File: src/logic/uct_pkg.sv
// Constants shared by the serial unit and its testbench.
// Assumes one core clock; the base clock of the baud divider is core_clk.
`default_nettype none
package uct_pkg;
  // Register byte offsets
  localparam logic [7:0] OFF_CTRL = 8'h00;
  localparam logic [7:0] OFF_DIV = 8'h04;
  localparam logic [7:0] OFF_TXD = 8'h08;
  localparam logic [7:0] OFF_RXD = 8'h0C;
  localparam logic [7:0] OFF_ERR = 8'h10;
  localparam logic [7:0] OFF_IST = 8'h14;
  localparam logic [7:0] OFF_IMSK = 8'h18;
  localparam logic [7:0] OFF_STAT = 8'h1C;
  // Control field positions
  localparam int CTRL_PWR = 0;
  localparam int CTRL_TXE = 1;
  localparam int CTRL_RXE = 2;
  localparam int CTRL_ODD = 3;
  // Error and interrupt field positions
  localparam int ERR_PAR = 0;
  localparam int ERR_OVR = 1;
  localparam int ERR_FRM = 2;
  localparam int IRQ_TX = 0;
  localparam int IRQ_RX = 1;
  // Reset values and limits
  localparam logic [3:0] CTRL_RST = 4'h0;
  localparam logic [7:0] DIV_RST = 8'hFF;
  localparam logic [7:0] DIV_MIN = 8'h04;
  // Frame: start, 8 data, parity, stop
  localparam logic [3:0] FRAME_LAST = 4'hA;
  localparam logic [1:0] GAP_LAST = 2'h1;
  localparam logic [1:0] RESP_OK = 2'h0;
  localparam logic [1:0] RESP_ERR = 2'h2;
  typedef enum logic [1:0] {TX_IDLE, TX_SHIFT, TX_GAP} uct_tx_st_t;
  typedef enum logic {RX_IDLE, RX_BITS} uct_rx_st_t;
endpackage : uct_pkg
`default_nettype wire

File: src/logic/uct_bit_timer.sv
// Bit timer: one bit length is 2*k base clocks.
// Assumes run and restart come from logic on core_clk.
`default_nettype none
module uct_bit_timer (
  input wire logic core_clk,
  input wire logic rst_n,
  input wire logic run,
  input wire logic restart,
  input wire logic [7:0] kdiv,
  output logic mid,
  output logic done
);
  typedef struct packed {
    logic [8:0] cnt;
  } uct_tmr_t;
  uct_tmr_t q, d;
  logic [8:0] last;

  always_comb begin
    last = {kdiv, 1'b0} - 9'h001;
    d = q;
    if (restart) begin
      d.cnt = 9'h000;
    end else if (run) begin
      d.cnt = (q.cnt == last) ? 9'h000 : q.cnt + 9'h001;
    end
    // Done never looks at restart, so no loop through the caller
    done = run && (q.cnt == last);
    mid = run && (q.cnt == ({1'b0, kdiv} - 9'h001));
  end

  always_ff @(posedge core_clk or negedge rst_n) begin
    if (!rst_n) begin
      q <= '0;
    end else begin
      q <= d;
    end
  end
endmodule : uct_bit_timer
`default_nettype wire

File: src/logic/uct_uart.sv
// Asynchronous serial unit with an AXI4-Lite register slave.
// Assumes unit_clk_en comes from the clock controller on core_clk and
// serial_receive_input comes from a pin.
`default_nettype none
module uct_uart (
  input wire logic core_clk,
  input wire logic rst_n,
  input wire logic unit_clk_en,
  input wire logic [7:0] awaddr,
  input wire logic awvalid,
  output logic awready,
  input wire logic [31:0] wdata,
  input wire logic [3:0] wstrb,
  input wire logic wvalid,
  output logic wready,
  output logic [1:0] bresp,
  output logic bvalid,
  input wire logic bready,
  input wire logic [7:0] araddr,
  input wire logic arvalid,
  output logic arready,
  output logic [31:0] rdata,
  output logic [1:0] rresp,
  output logic rvalid,
  input wire logic rready,
  input wire logic serial_receive_input,
  output logic serial_transmit_output,
  output logic irq
);
  typedef struct packed {
    logic awready;
    logic wready;
    logic bvalid;
    logic [1:0] bresp;
    logic arready;
    logic rvalid;
    logic [1:0] rresp;
    logic [31:0] rdata;
    logic aw_ok;
    logic [7:0] awa;
    logic w_ok;
    logic [7:0] wd;
    logic wen;
    logic [3:0] ctrl;
    logic [7:0] kdiv;
    logic [7:0] txdata;
    logic pend;
    logic [7:0] rxdata;
    logic rxv;
    logic [2:0] err;
    logic [1:0] ist;
    logic [1:0] imask;
    logic irq;
    uct_pkg::uct_tx_st_t tx_st;
    logic [10:0] tx_sh;
    logic [3:0] tx_idx;
    logic [1:0] gap;
    logic txo;
    uct_pkg::uct_rx_st_t rx_st;
    logic [3:0] rx_idx;
    logic [9:0] rx_sh;
    logic rx1;
    logic rx2;
    logic rx3;
  } uct_state_t;

  uct_state_t q, d;
  logic en, tx_ld, rx_go, t_done, r_mid, pwr, wr_go, rd_go;
  logic [9:0] nsh;

  assign en = unit_clk_en;
  uct_bit_timer u_tx_tmr (
    .core_clk(core_clk),
    .rst_n(rst_n),
    .run(en && q.tx_st == uct_pkg::TX_SHIFT),
    .restart(tx_ld),
    .kdiv(q.kdiv),
    .mid(),
    .done(t_done)
  );

  uct_bit_timer u_rx_tmr (
    .core_clk(core_clk),
    .rst_n(rst_n),
    .run(en && q.rx_st == uct_pkg::RX_BITS),
    .restart(rx_go),
    .kdiv(q.kdiv),
    .mid(r_mid),
    .done()
  );

  always_comb begin
    d = q;
    tx_ld = 1'b0;
    rx_go = 1'b0;
    wr_go = 1'b0;
    rd_go = 1'b0;
    nsh = {q.rx2, q.rx_sh[9:1]};
    pwr = q.ctrl[uct_pkg::CTRL_PWR];
    // Nothing moves while the unit clock is halted, the pin included
    if (en) begin
      d.rx1 = serial_receive_input;
      d.rx2 = q.rx1;
      d.rx3 = q.rx2;
      // Write address and data are taken in either order
      if (awvalid && q.awready) begin
        d.aw_ok = 1'b1;
        d.awa = awaddr;
      end
      if (wvalid && q.wready) begin
        d.w_ok = 1'b1;
        d.wd = wdata[7:0];
        d.wen = wstrb[0];
      end
      if (q.bvalid && bready) begin
        d.bvalid = 1'b0;
      end
      if (q.aw_ok && q.w_ok && !q.bvalid) begin
        wr_go = 1'b1;
        d.aw_ok = 1'b0;
        d.w_ok = 1'b0;
        d.bvalid = 1'b1;
        d.bresp = uct_pkg::RESP_OK;
        case (q.awa)
          uct_pkg::OFF_CTRL: if (q.wen) d.ctrl = q.wd[3:0];
          uct_pkg::OFF_DIV: begin
            // Divisors below the minimum are refused, old value kept
            if (q.wen && q.wd >= uct_pkg::DIV_MIN) d.kdiv = q.wd;
          end
          uct_pkg::OFF_TXD: begin
            if (q.wen && pwr && q.ctrl[uct_pkg::CTRL_TXE]) begin
              d.txdata = q.wd;
              d.pend = 1'b1;
            end
          end
          uct_pkg::OFF_ERR: if (q.wen) d.err = q.err & ~q.wd[2:0];
          uct_pkg::OFF_IST: if (q.wen) d.ist = q.ist & ~q.wd[1:0];
          uct_pkg::OFF_IMSK: if (q.wen) d.imask = q.wd[1:0];
          uct_pkg::OFF_RXD, uct_pkg::OFF_STAT: ;
          default: d.bresp = uct_pkg::RESP_ERR;
        endcase
      end
      if (q.rvalid && rready) begin
        d.rvalid = 1'b0;
      end
      if (arvalid && q.arready) begin
        d.rvalid = 1'b1;
        d.rresp = uct_pkg::RESP_OK;
        d.rdata = 32'h0000_0000;
        case (araddr)
          uct_pkg::OFF_CTRL: d.rdata[3:0] = q.ctrl;
          uct_pkg::OFF_DIV: d.rdata[7:0] = q.kdiv;
          uct_pkg::OFF_TXD: d.rdata[7:0] = q.txdata;
          uct_pkg::OFF_RXD: begin
            d.rdata[7:0] = q.rxdata;
            d.rxv = 1'b0;
            rd_go = 1'b1;
          end
          uct_pkg::OFF_ERR: d.rdata[2:0] = q.err;
          uct_pkg::OFF_IST: d.rdata[1:0] = q.ist;
          uct_pkg::OFF_IMSK: d.rdata[1:0] = q.imask;
          uct_pkg::OFF_STAT: begin
            d.rdata[3:0] = {q.rxv, q.pend, q.rx_st == uct_pkg::RX_BITS,
                            q.tx_st != uct_pkg::TX_IDLE};
          end
          default: d.rresp = uct_pkg::RESP_ERR;
        endcase
      end

      // Transmitter
      if (!d.ctrl[uct_pkg::CTRL_PWR] || !d.ctrl[uct_pkg::CTRL_TXE]) begin
        d.tx_st = uct_pkg::TX_IDLE;
        d.pend = 1'b0;
        d.txo = 1'b1;
      end else begin
        case (q.tx_st)
          uct_pkg::TX_IDLE: begin
            d.txo = 1'b1;
            tx_ld = d.pend;
          end
          uct_pkg::TX_SHIFT: begin
            if (t_done) begin
              d.tx_sh = {1'b1, q.tx_sh[10:1]};
              d.tx_idx = q.tx_idx + 4'h1;
              d.txo = d.tx_sh[0];
              if (q.tx_idx == uct_pkg::FRAME_LAST) begin
                d.txo = 1'b1;
                d.ist[uct_pkg::IRQ_TX] = 1'b1;
                d.gap = 2'h0;
                // Next frame already waiting: insert the extra gap
                d.tx_st = d.pend ? uct_pkg::TX_GAP
                                 : uct_pkg::TX_IDLE;
              end
            end
          end
          uct_pkg::TX_GAP: begin
            d.gap = q.gap + 2'h1;
            tx_ld = (q.gap == uct_pkg::GAP_LAST);
          end
          default: d.tx_st = uct_pkg::TX_IDLE;
        endcase
        if (tx_ld) begin
          d.tx_st = uct_pkg::TX_SHIFT;
          d.pend = 1'b0;
          d.tx_idx = 4'h0;
          d.tx_sh = {1'b1, ^d.txdata ^ d.ctrl[uct_pkg::CTRL_ODD],
                     d.txdata, 1'b0};
          d.txo = 1'b0;
        end
      end

      // Receiver
      if (!d.ctrl[uct_pkg::CTRL_PWR] || !d.ctrl[uct_pkg::CTRL_RXE]) begin
        d.rx_st = uct_pkg::RX_IDLE;
      end else begin
        case (q.rx_st)
          uct_pkg::RX_IDLE: begin
            // Falling edge restarts the divisor counter from zero
            if (q.rx3 && !q.rx2) begin
              rx_go = 1'b1;
              d.rx_st = uct_pkg::RX_BITS;
              d.rx_idx = 4'h0;
            end
          end
          uct_pkg::RX_BITS: begin
            if (r_mid) begin
              d.rx_idx = q.rx_idx + 4'h1;
              if (q.rx_idx == 4'h0) begin
                // Glitch shorter than half a bit is not a start
                if (q.rx2) d.rx_st = uct_pkg::RX_IDLE;
              end else begin
                d.rx_sh = nsh;
              end
              // Back to idle at the stop sample so the next start is seen
              if (q.rx_idx == uct_pkg::FRAME_LAST) begin
                d.rx_st = uct_pkg::RX_IDLE;
                d.rxdata = nsh[7:0];
                d.rxv = 1'b1;
                d.ist[uct_pkg::IRQ_RX] = 1'b1;
                if (q.rxv && !rd_go) d.err[uct_pkg::ERR_OVR] = 1'b1;
                if (^nsh[8:0] ^ q.ctrl[uct_pkg::CTRL_ODD])
                  d.err[uct_pkg::ERR_PAR] = 1'b1;
                if (!nsh[9]) d.err[uct_pkg::ERR_FRM] = 1'b1;
              end
            end
          end
          default: d.rx_st = uct_pkg::RX_IDLE;
        endcase
      end
      // Power off clears the receive valid and error flags; rxdata and ist keep their values
      if (!d.ctrl[uct_pkg::CTRL_PWR]) begin
        d.err = 3'h0;
        d.rxv = 1'b0;
      end
      d.awready = !d.aw_ok && !d.bvalid;
      d.wready = !d.w_ok && !d.bvalid;
      d.arready = !d.rvalid;
      // Errors have no path here, only done events
      d.irq = |(d.ist & d.imask);
    end
  end

  always_ff @(posedge core_clk or negedge rst_n) begin
    if (!rst_n) begin
      q <= '0;
      q.ctrl <= uct_pkg::CTRL_RST;
      q.kdiv <= uct_pkg::DIV_RST;
      q.txo <= 1'b1;
      q.rx1 <= 1'b1;
      q.rx2 <= 1'b1;
      q.rx3 <= 1'b1;
    end else begin
      q <= d;
    end
  end

  assign awready = q.awready;
  assign wready = q.wready;
  assign bvalid = q.bvalid;
  assign bresp = q.bresp;
  assign arready = q.arready;
  assign rvalid = q.rvalid;
  assign rresp = q.rresp;
  assign rdata = q.rdata;
  assign serial_transmit_output = q.txo;
  assign irq = q.irq;

  // Checking helpers: cycles since the last frame load
  logic [15:0] fl_cnt, fl_want;
  assign fl_want = 16'(q.kdiv) * 16'h0016 + 16'h0001;
  always_ff @(posedge core_clk or negedge rst_n) begin
    if (!rst_n) begin
      fl_cnt <= 16'h0000;
    end else if (tx_ld) begin
      fl_cnt <= 16'h0000;
    end else if (en) begin
      fl_cnt <= fl_cnt + 16'h0001;
    end
  end

  a_gap_two: assert property (
    @(posedge core_clk) disable iff (!rst_n)
    ($rose(q.tx_st == uct_pkg::TX_GAP) && en) ##1 en
    |-> q.tx_st == uct_pkg::TX_GAP ##1 q.tx_st == uct_pkg::TX_SHIFT)
    else $error("gap before next start is not two clocks");
  a_frame_len: assert property (
    @(posedge core_clk) disable iff (!rst_n)
    tx_ld && q.tx_st == uct_pkg::TX_GAP |-> fl_cnt == fl_want)
    else $error("continuous frame length is not 22k plus 2");
  a_rx_resync: assert property (
    @(posedge core_clk) disable iff (!rst_n)
    en && q.rx_st == uct_pkg::RX_IDLE && q.rx3 && !q.rx2
    && d.ctrl[uct_pkg::CTRL_PWR] && d.ctrl[uct_pkg::CTRL_RXE]
    |=> q.rx_st == uct_pkg::RX_BITS && q.rx_idx == 4'h0 && !r_mid)
    else $error("start bit did not restart receive timing");

  a_halt_freeze: assert property (
    @(posedge core_clk) disable iff (!rst_n)
    !en |=> q == $past(q))
    else $error("state changed while unit clock halted");
  a_pin_hold: assert property (
    @(posedge core_clk) disable iff (!rst_n)
    !en ##1 !en |-> $stable(serial_transmit_output))
    else $error("transmit pin moved while clock halted");

  a_err_no_irq: assert property (
    @(posedge core_clk) disable iff (!rst_n)
    (q.ist & q.imask) == 2'h0 |-> !irq)
    else $error("interrupt raised without a done event");
  a_write_sends: assert property (
    @(posedge core_clk) disable iff (!rst_n)
    en && wr_go && q.awa == uct_pkg::OFF_TXD && q.wen && pwr
    && q.ctrl[uct_pkg::CTRL_TXE] && q.tx_st == uct_pkg::TX_IDLE
    ##1 en |-> q.tx_st == uct_pkg::TX_SHIFT && !serial_transmit_output)
    else $error("data write did not start a frame");

  a_div_range: assert property (
    @(posedge core_clk) disable iff (!rst_n)
    q.kdiv >= uct_pkg::DIV_MIN)
    else $error("divisor below minimum");
  a_rx_latch: assert property (
    @(posedge core_clk) disable iff (!rst_n)
    rx_go ##1 en [*2] |-> !r_mid)
    else $error("receive latch too early after start");

  a_idle_mark: assert property (
    @(posedge core_clk) disable iff (!rst_n)
    q.tx_st == uct_pkg::TX_IDLE |-> serial_transmit_output)
    else $error("transmit line not high while idle");
endmodule : uct_uart
`default_nettype wire
File: config.mk
export PLATFORM = sky130hd
export DESIGN_NAME = uct_uart
export DESIGN_NICKNAME = d
export VERILOG_FILES = /design/src/logic/uct_pkg.sv /design/src/logic/uct_bit_timer.sv /design/src/logic/uct_uart.sv
export SDC_FILE = /design/constraint.sdc
export NUM_CORES = 1
export LEC_CHECK = 0
export BUFFER_PORTS_ARGS = -buffer_cell sky130_fd_sc_hd__buf_2
export CAP_MARGIN = 20
export CORE_MARGIN = 10
export CORE_UTILIZATION = 63
export CTS_CLUSTER_DIAMETER = 40
export CTS_CLUSTER_SIZE = 8
export DETAILED_ROUTE_END_ITERATION = 10
export PLACE_DENSITY = 0.86
export SLEW_MARGIN = 20
export SYNTH_ARGS = -nofsm -noshare
export SYNTH_HDL_FRONTEND = slang
export SYNTH_HIERARCHICAL = 1
export SYNTH_SLANG_ARGS = --single-unit
File: constraint.sdc
create_clock -name core_clk -period 7 [get_ports core_clk]
set_clock_uncertainty 0.2 [all_clocks]
set_input_delay 0 -clock core_clk [delete_from_list [all_inputs] [get_ports core_clk]]
set_output_delay 0 -clock core_clk [all_outputs]
set_load 0.01 [all_outputs]
# Word level (Yosys, flattened, before mapping)
# Index checks and enable logic that the tools add are counted.
word_totals:
  regBits: 154
  wordCells: 241
  output_inout_bits: 43
  in_bits: 61
classes:
  n_eq_ne: 37
  add_sub_neg: 7
  magnitude_cmp: 1
  muxes: 90
  reduce_logical: 59
  bitwise_logic: 11
ops:
  columns: ["operator", "count"]
  rows:
  - ["9-bit 2-to-1 mux", 9]
  - ["35-bit 2-to-1 mux", 2]
  - ["13-bit 2-to-1 mux", 5]
  - ["8-bit by 5-bit == test with 1-bit output, second input constant", 8]
  - ["21-bit 2-to-1 mux", 2]
  - ["1-bit 2-to-1 mux", 35]
  - ["8-bit by 4-bit == test with 1-bit output, second input constant", 4]
  - ["15-bit 2-to-1 mux", 2]
  - ["9-bit == test", 3]
  - ["10-bit 2-to-1 mux", 2]
  - ["20-bit 2-to-1 mux", 1]
  - ["9-bit by 1-bit adder with 9-bit output, second input constant", 2]
  - ["1-bit logical AND", 18]
  - ["2-bit 2-to-1 mux", 9]
  - ["2-bit by 1-bit inequality test with 1-bit output, second input constant", 9]
  - ["17-bit 2-to-1 mux", 1]
  - ["8-bit by 3-bit == test with 1-bit output, second input constant", 2]
  - ["8-bit zero test", 2]
  - ["8-bit 2-to-1 mux", 2]
  - ["2-bit one-hot mux with 8 select lines", 1]
  - ["4-bit AND reduction", 4]
  - ["8-bit OR reduction", 2]
  - ["3-bit 2-to-1 mux", 5]
  - ["5-bit AND reduction", 3]
  - ["other kinds (38)", 72]

# Longest topological paths before layout
# Gate-level depths: netlist of the first run.
logic_depth:
  depth_word: 14
  depth_mapped: 14
  mapped_depth_nobuf: 13

# Hierarchy
# Netlist of the first run, hierarchy kept.
by_module_without_submodules:
  columns: ["mod", "instances", "seq_area_each_um2", "area_per_inst_um2", "cells_per_inst"]
  rows:
  - ["uct_uart", 1, 2717.6, 5863.1, 577]
  - ["uct_bit_timer", 2, 225.2, 958.4, 108]

# Worst setup path before layout of the first run
# OpenSTA, ideal clock, no wires.
synth_path:
  path_type: "register -> register"
  startpoint: "reg, netlist name q[64]"
  endpoint: "reg q[43] (netlist name)"
  required_time_ns: 6.717
  synth_period_minus_slack_ns: 3.479
  arrival_ns: 3.196
  path_buffers: 1
  slack_ns: 3.521
  stages_incl_launch_ff: 14
  setup_time_ns: 0.083
  path_cell_list: "dfstp_2 inv_1 ha_1 nor3b_2 xnor2_1 a2111oi_0 nand3_1 nor3_1 clkbuf_1 nand2_1 nor3_1 nand2_1 or2_2 o21ai_0"
synth_via:
  elab_chain_cells: 8
synth_rtl:
  columns: ["element", "line_no", "source"]
  rows:
  - ["8-bit by 1-bit subtractor with 9-bit output", "uct_bit_timer.sv:29", "mid = run && (q.cnt == ({1'b0, kdiv} - 9'h001));"]
  - ["9-bit == test", "uct_bit_timer.sv:29", null]
  - ["1-bit logical AND", "uct_bit_timer.sv:29", null]
  - ["named net r_mid", "uct_uart.sv:68", "logic en, tx_ld, rx_go, t_done, r_mid, pwr, wr_go, rd_go;"]
  - ["13-bit 2-to-1 mux", "uct_uart.sv:226", "if (r_mid) begin"]
  - ["13-bit 2-to-1 mux", "uct_uart.sv:216", "case (q.rx_st)"]
  - ["13-bit 2-to-1 mux", "uct_uart.sv:213", "if (!d.ctrl[uct_pkg::CTRL_PWR] || !d.ctrl[uct_pkg::CTRL_RXE]) begin"]
  - ["13-bit 2-to-1 mux", "uct_uart.sv:101", "if (en) begin"]
  - ["4-bit 2-to-1 mux", "uct_uart.sv:251", "if (!d.ctrl[uct_pkg::CTRL_PWR]) begin"]
  - ["end: declaration", "uct_uart.sv:67", "uct_state_t q, d;"]
# The timed path passes the listed nets, and every way through them passes these cells. The select of a mux whose other input is x is not followed.
# A chain may end at the register's enable or synchronous reset.

# Final worst setup path of the first run
layout_path:
  startpoint: "reg, netlist name q[64]"
  endpoint: "reg q[43] (netlist name)"
layout_via:
  elab_chain_cells: 8
layout_rtl:
  columns: ["element", "line_no"]
  rows:
  - ["8-bit by 1-bit subtractor with 9-bit output", "uct_bit_timer.sv:29"]
  - ["9-bit == test", "uct_bit_timer.sv:29"]
  - ["1-bit logical AND", "uct_bit_timer.sv:29"]
  - ["named net r_mid", "uct_uart.sv:68"]
  - ["13-bit 2-to-1 mux", "uct_uart.sv:226"]
  - ["13-bit 2-to-1 mux", "uct_uart.sv:216"]
  - ["13-bit 2-to-1 mux", "uct_uart.sv:213"]
  - ["13-bit 2-to-1 mux", "uct_uart.sv:101"]
  - ["4-bit 2-to-1 mux", "uct_uart.sv:251"]
# The timed path passes the listed nets, and every way through them passes these cells. The select of a mux whose other input is x is not followed.

==> results of run 1 <==
==> layout make-up <==
| cell class | count | share of cell area, % |
|---|---|---|
| Clock inverter | 12 | 2.40 |
| Inverter | 31 | 1.34 |
| Clock buffer | 20 | 5.25 |
| Tap cell | 147 | 2.12 |
| Multi-Input combinational cell | 559 | 45.3 |
| Sequential cell | 126 | 36.4 |
| Timing Repair Buffer | 86 | 7.14 |
==> placed cells by master, fill, tap and decap left out, types with 14 or more instances in the layout <==
cell / n
a21oi_1: 34
buf_2: 49
clkbuf_16: 17
conb_1: 26
dfrtp_1: 114
dlygate4sd3_1: 34
inv_1: 31
mux2_2: 40
mux2i_1: 14
nand2_1: 100
nand3_1: 24
nand4_1: 14
nor2_1: 42
nor3_1: 14
o21ai_0: 41
xnor2_1: 35
xor2_1: 19
==> sequential cells by signal (all words and copies together), names as in the netlist <==
| name | count |
|---|---|
| q | 80 |
| nsh | 10 |
| u_rx_tmr/q | 9 |
| u_tx_tmr/q | 9 |
| rdata | 8 |
| arready | 1 |
| awready | 1 |
| bresp | 1 |
| bvalid | 1 |
| irq | 1 |
| pwr | 1 |
| rresp | 1 |
| rvalid | 1 |
| serial_transmit_output | 1 |
| wready | 1 |
==> power by group <==
part	switching [mW]	internal [mW]
combinational	0.169	0.160
sequential	0.133	0.808
clock	0.337	0.654
==> critical path, stage by stage, from the launching register on <==
cell       delay, ns
dfstp_2         0.71
inv_1           0.10
ha_1            0.31
nor3b_2         0.22
xnor2_1         0.15
a2111oi_0       0.40
nand3_1         0.14
nor3_1          0.76
nand2_1         0.19
nor3_1          0.53
nand2_1         0.21
or2_2           0.36
o21ai_0         0.16
==> routing by layer <==
| layer | part of all wire (%) | GRT usage (%) | vias up |
|---|---|---|---|
| li1 | - | - | 2744 |
| met1 | 39 | 26.6 | 2972 |
| met3 | 6.9 | 5.44 | 51 |
| met2 | 51 | 41.5 | 291 |
| met4 | 3.4 | 11.2 | 0 |
| met5 | 0 | 0 | - |
==> final timing paths <==
path	end	from	cells after the start	slack, ns
setup / recovery	q[43]$_DFFE_PN0P_	q[64]$_DFFE_PN1P_	12	2.48
hold reg to reg	q[35]$_DFFE_PN0P_	q[35]$_DFFE_PN0P_	1	0.27
hold / removal	q[44]$_DFFE_PN0P_	araddr[3]	4	0.06
setup reg to reg	q[43]$_DFFE_PN0P_	q[64]$_DFFE_PN1P_	12	2.48
max in group asynchronous	q[32]$_DFFE_PN0P_	rst_n	4	5.09
min in group asynchronous	q[68]$_DFFE_PN1P_	rst_n	3	0.54
==> through the flow <==
| stage | hold WS (ns) | total power, mW |
|---|---|---|
| finish | 0.0602 | 2.26 |
| CTS | 0.0405 | 2.25 |
| global route | 0.119 | 2.34 |
| floorplan | -0.496 | 1.15 |
| detailed placement | -0.145 | 1.24 |
| global placement | -0.155 | 1.22 |
==> results.cfg, run 1 <==
[floorplan]
start_util_pct = 63.8
core_um2 = 11900
die_width_um = 130
dieArea_um2 = 16900
die_y_um = 130
io-pin-count = 104
std_cell_rows = 40

[worst_setup_path]
cp.required_ns = 7.15
critPathKind = reg -> reg
cp-end-kind = register
arrival_ns = 4.67
cp-start-kind = register
worst-path-max-fanout = 13

[grt]
grt_max_degree = 78
globalRouteTotalUtil_pct = 23.6
gr-total-overflow = 0
grt_pass1_vias = 6158
antenna_found_initial = 0
grt_pass1_wl_um = 31400

[clock_network]
clock-root-buffer = clkbuf_16
cts_max_level = 4
clockBufferDepth = 2
cts_tree = yes
holdBufCountCts = 35
cts_resized = 0
clock_latency_ns = 0.42
postCtsSetupBuffers = 0
cts.clk_slew.worst_paths_ns = 0.06
numCtsBuffers = 17
cts_sinks = 126

[layout]
syn2layout_area_growth_pct = 14.5
nets = 892
n_fill_cell = 764
diodes = 0
multi_input_area_um2 = 3940
drive_above_1_share_pct = 20.5
fin_area_um2 = 8700
seqCellArea_um2 = 3170
fin_util_pct = 73.0
finalNonFillerCells = 981

[sta]
maxSlewHeadroom_pct = 35.7
rsz0062_at_grt = no
period_share_pct = 64.5
setup_viol = 0
worstMarginPinSlew_ns = 0.951
finalHoldViolCount = 0
period_minus_slack_ns = 4.52
fmax_mhz = 221
drv_slew = 0
fin_setup_tns_ns = 0
setup_slack_ns = 2.48

[power_and_ir_drop]
ir_worst_vdd_uv = 247
leakage_nw = 3.84
pwr_density_cell_nw_per_um2 = 260

[place]
gp_congestion = 0.900
hpwl_um = 12800
io_buffers = 50
placed_cell_area_um2 = 7660
dp_slack_ns = 2.65
dpl.cell_count = 914

[logic_synthesis]
syn_area_um2 = 7600
yosys_warnings = 6
syn_avg_cell_area_um2 = 9.92
syn_inst = 766

[route]
dr.pass1.iters = 6
drtIter0Drc = 729
drc = 0
ant_nets = 0
vias_per_cell = 6.18
routed_wl_um = 19400
vias = 6058
wl_per_cell_um = 19.8

[run_status]
status = complete, no violations

[job]
cap_viol_max_count = 0

[min_path]
hold_class = in -> reg
No activity file was read; power rests on OpenSTA's default activity.
==> run 2, diff against run 1 <==
--- a/config.mk
+++ b/config.mk
@@ -8,11 +8,11 @@
 export BUFFER_PORTS_ARGS = -buffer_cell sky130_fd_sc_hd__buf_2
 export CAP_MARGIN = 20
 export CORE_MARGIN = 10
-export CORE_UTILIZATION = 63
+export CORE_UTILIZATION = 59
 export CTS_CLUSTER_DIAMETER = 40
 export CTS_CLUSTER_SIZE = 8
 export DETAILED_ROUTE_END_ITERATION = 10
-export PLACE_DENSITY = 0.86
+export PLACE_DENSITY = 0.81
 export SLEW_MARGIN = 20
 export SYNTH_ARGS = -nofsm -noshare
 export SYNTH_HDL_FRONTEND = slang
==> constraint.sdc (replaced) <==
create_clock -name core_clk -period 4.7 [get_ports core_clk]
set_clock_uncertainty 0.2 [all_clocks]
set_input_delay 0 -clock core_clk [delete_from_list [all_inputs] [get_ports core_clk]]
set_output_delay 0 -clock core_clk [all_outputs]
set_load 0.01 [all_outputs]
==> results.cfg, run 2 (synthesis gave the netlist of run 1 again) <==
[layout]
diodes = 0
mostFrequentLayoutCells = dfrtp_1, nand2_1, buf_2
final_common_cell = dfrtp_1
top_register = q
nets = 897
drive_above_1_share_pct = 20.6
finalNonFillerCells = 1011
largest_reg_flops = 80
syn2layout_area_growth_pct = 14.1

[sta]
rsz0062_at_grt = no
drv_slew = 0
maxSlewHeadroom_pct = 37.0
fmax_mhz = 256
worstMarginPinSlew_ns = 0.932
period_minus_slack_ns = 3.91
period_share_pct = 83.1
setup_viol = 0
finalHoldViolCount = 0
fin_setup_tns_ns = 0

[floorplan]
start_util_pct = 60.2
io-pin-count = 104
die_y_um = 133
die_width_um = 133
std_cell_rows = 41
dieArea_um2 = 17800
core_um2 = 12600

[clock_network]
cts_resized = 0
cts_sinks = 126
clock-root-buffer = clkbuf_16
clock_latency_ns = 0.43
cts.clk_slew.worst_paths_ns = 0.06
cts_tree = yes
clockBufferDepth = 2
cts_max_level = 4
numCtsBuffers = 17

[power_and_ir_drop]
p_seq_share_pct = 44.0
p_int_mw = 2.23
swShare_pct = 29.9
ir_worst_vdd_uv = 372
combPwrFrac_pct = 15.0
p_total_mw = 3.18
switchingPower_mw = 0.953
leakage_nw = 3.82
pwr_density_cell_nw_per_um2 = 367
pwr-share-clk_pct = 41.0

[route]
ant_nets = 0
dr.pass1.iters = 6
wl_per_cell_um = 18.4
drc = 0
vias = 6067
drtIter0Drc = 555
vias_per_cell = 6.00
routed_wl_um = 18600

[place]
io_buffers = 50
dpl.cell_count = 942
hpwl_um = 12900
gp_congestion = 0.935

[grt]
grt_pass1_vias = 6242
antenna_found_initial = 0
globalRouteTotalUtil_pct = 21.2
gr-total-overflow = 0
grt_pass1_wl_um = 31100
grt_max_degree = 69

[worst_setup_path]
arrival_ns = 4.05
cp.required_ns = 4.84
critPathKind = reg -> reg
cp-end-kind = register
cp-start-kind = register
worst-path-max-fanout = 13

[min_path]
hold_class = in -> async

[run_status]
status = complete, no violations

[job]
cap_viol_max_count = 0
run 2: cell count changes in the layout (fill, tap and decap cells not counted), sizes merged:
cell and change:
buf +2, bufinv -3, inv +5, clkbuf -2, dlygate4sd3 +3
run 2: cell type report:
type / count / area, um2
Sequential cell: 126 / 3170
Fill cell: 956 / 3950
Inverter: 31 / 116
Timing Repair Buffer: 91 / 653
Multi-Input combinational cell: 559 / 3930
Clock inverter: 14 / 155
Tap cell: 172 / 215
Clock buffer: 18 / 429
run 2: power by group through the flow:
stage	registers, mW	logic (mW)	clock network [mW]
5_1_grt	1.42	0.528	1.36
4_1_cts	1.39	0.476	1.32
2_1_floorplan	1.32	0.392	0
3_5_place_dp	1.41	0.442	0
6_report	1.40	0.478	1.30
3_3_place_gp	1.39	0.422	0
run 2: path summary, 6_finish.rpt:
path	from	end	slack [ns]	cells after the start
max	q[64]$_DFFE_PN1P_	q[43]$_DFFE_PN0P_	0.79	13
min	rst_n	u_rx_tmr/q[5]$_DFFE_PN0P_	0.02	2
max reg2reg	q[64]$_DFFE_PN1P_	q[43]$_DFFE_PN0P_	0.79	13
min reg2reg	q[35]$_DFFE_PN0P_	q[35]$_DFFE_PN0P_	0.28	1
max in group asynchronous	rst_n	q[81]$_DFFE_PN0P_	3.05	3
min in group core_clk	araddr[5]	q[44]$_DFFE_PN0P_	0.04	5
run 2: critical path: stages, from the launching register on:
cell	delay [ns]
dfstp_2	0.71
inv_1	0.09
ha_1	0.30
nor3b_2	0.21
xnor2_1	0.16
a2111oi_0	0.40
nand3_1	0.12
nor3_1	0.23
buf_4	0.20
nand2_1	0.08
nor3_1	0.39
nand2_1	0.20
or2_2	0.35
o21ai_0	0.19
run 2: repair_timing:
item | CTS | global route
hold endpoints to repair | 106 | 0
hold buffers | 37 | 0
buffers inserted | 0 | 0
run 2: metal layers:
layer	wire [um]	part of all wire (%)	GRT usage (%)
met3	1390	7.5	6.35
met2	9140	49	35.8
met5	0	0	0
met4	477	2.6	7.80
met1	7600	41	24.8
run 2: metrics by stage:
stage               util [%]  setup WS (ns)  hold slack (ns)  area, um2
floorplan                  -           1.24           -0.496       7690
global placement        61.1          0.887          -0.0630       7710
detailed placement      61.1          0.827          -0.0393       7710
CTS                     68.7          0.802           0.0148       8670
global route            68.7          0.407           0.0460       8670
finish                  68.7          0.792           0.0168       8670
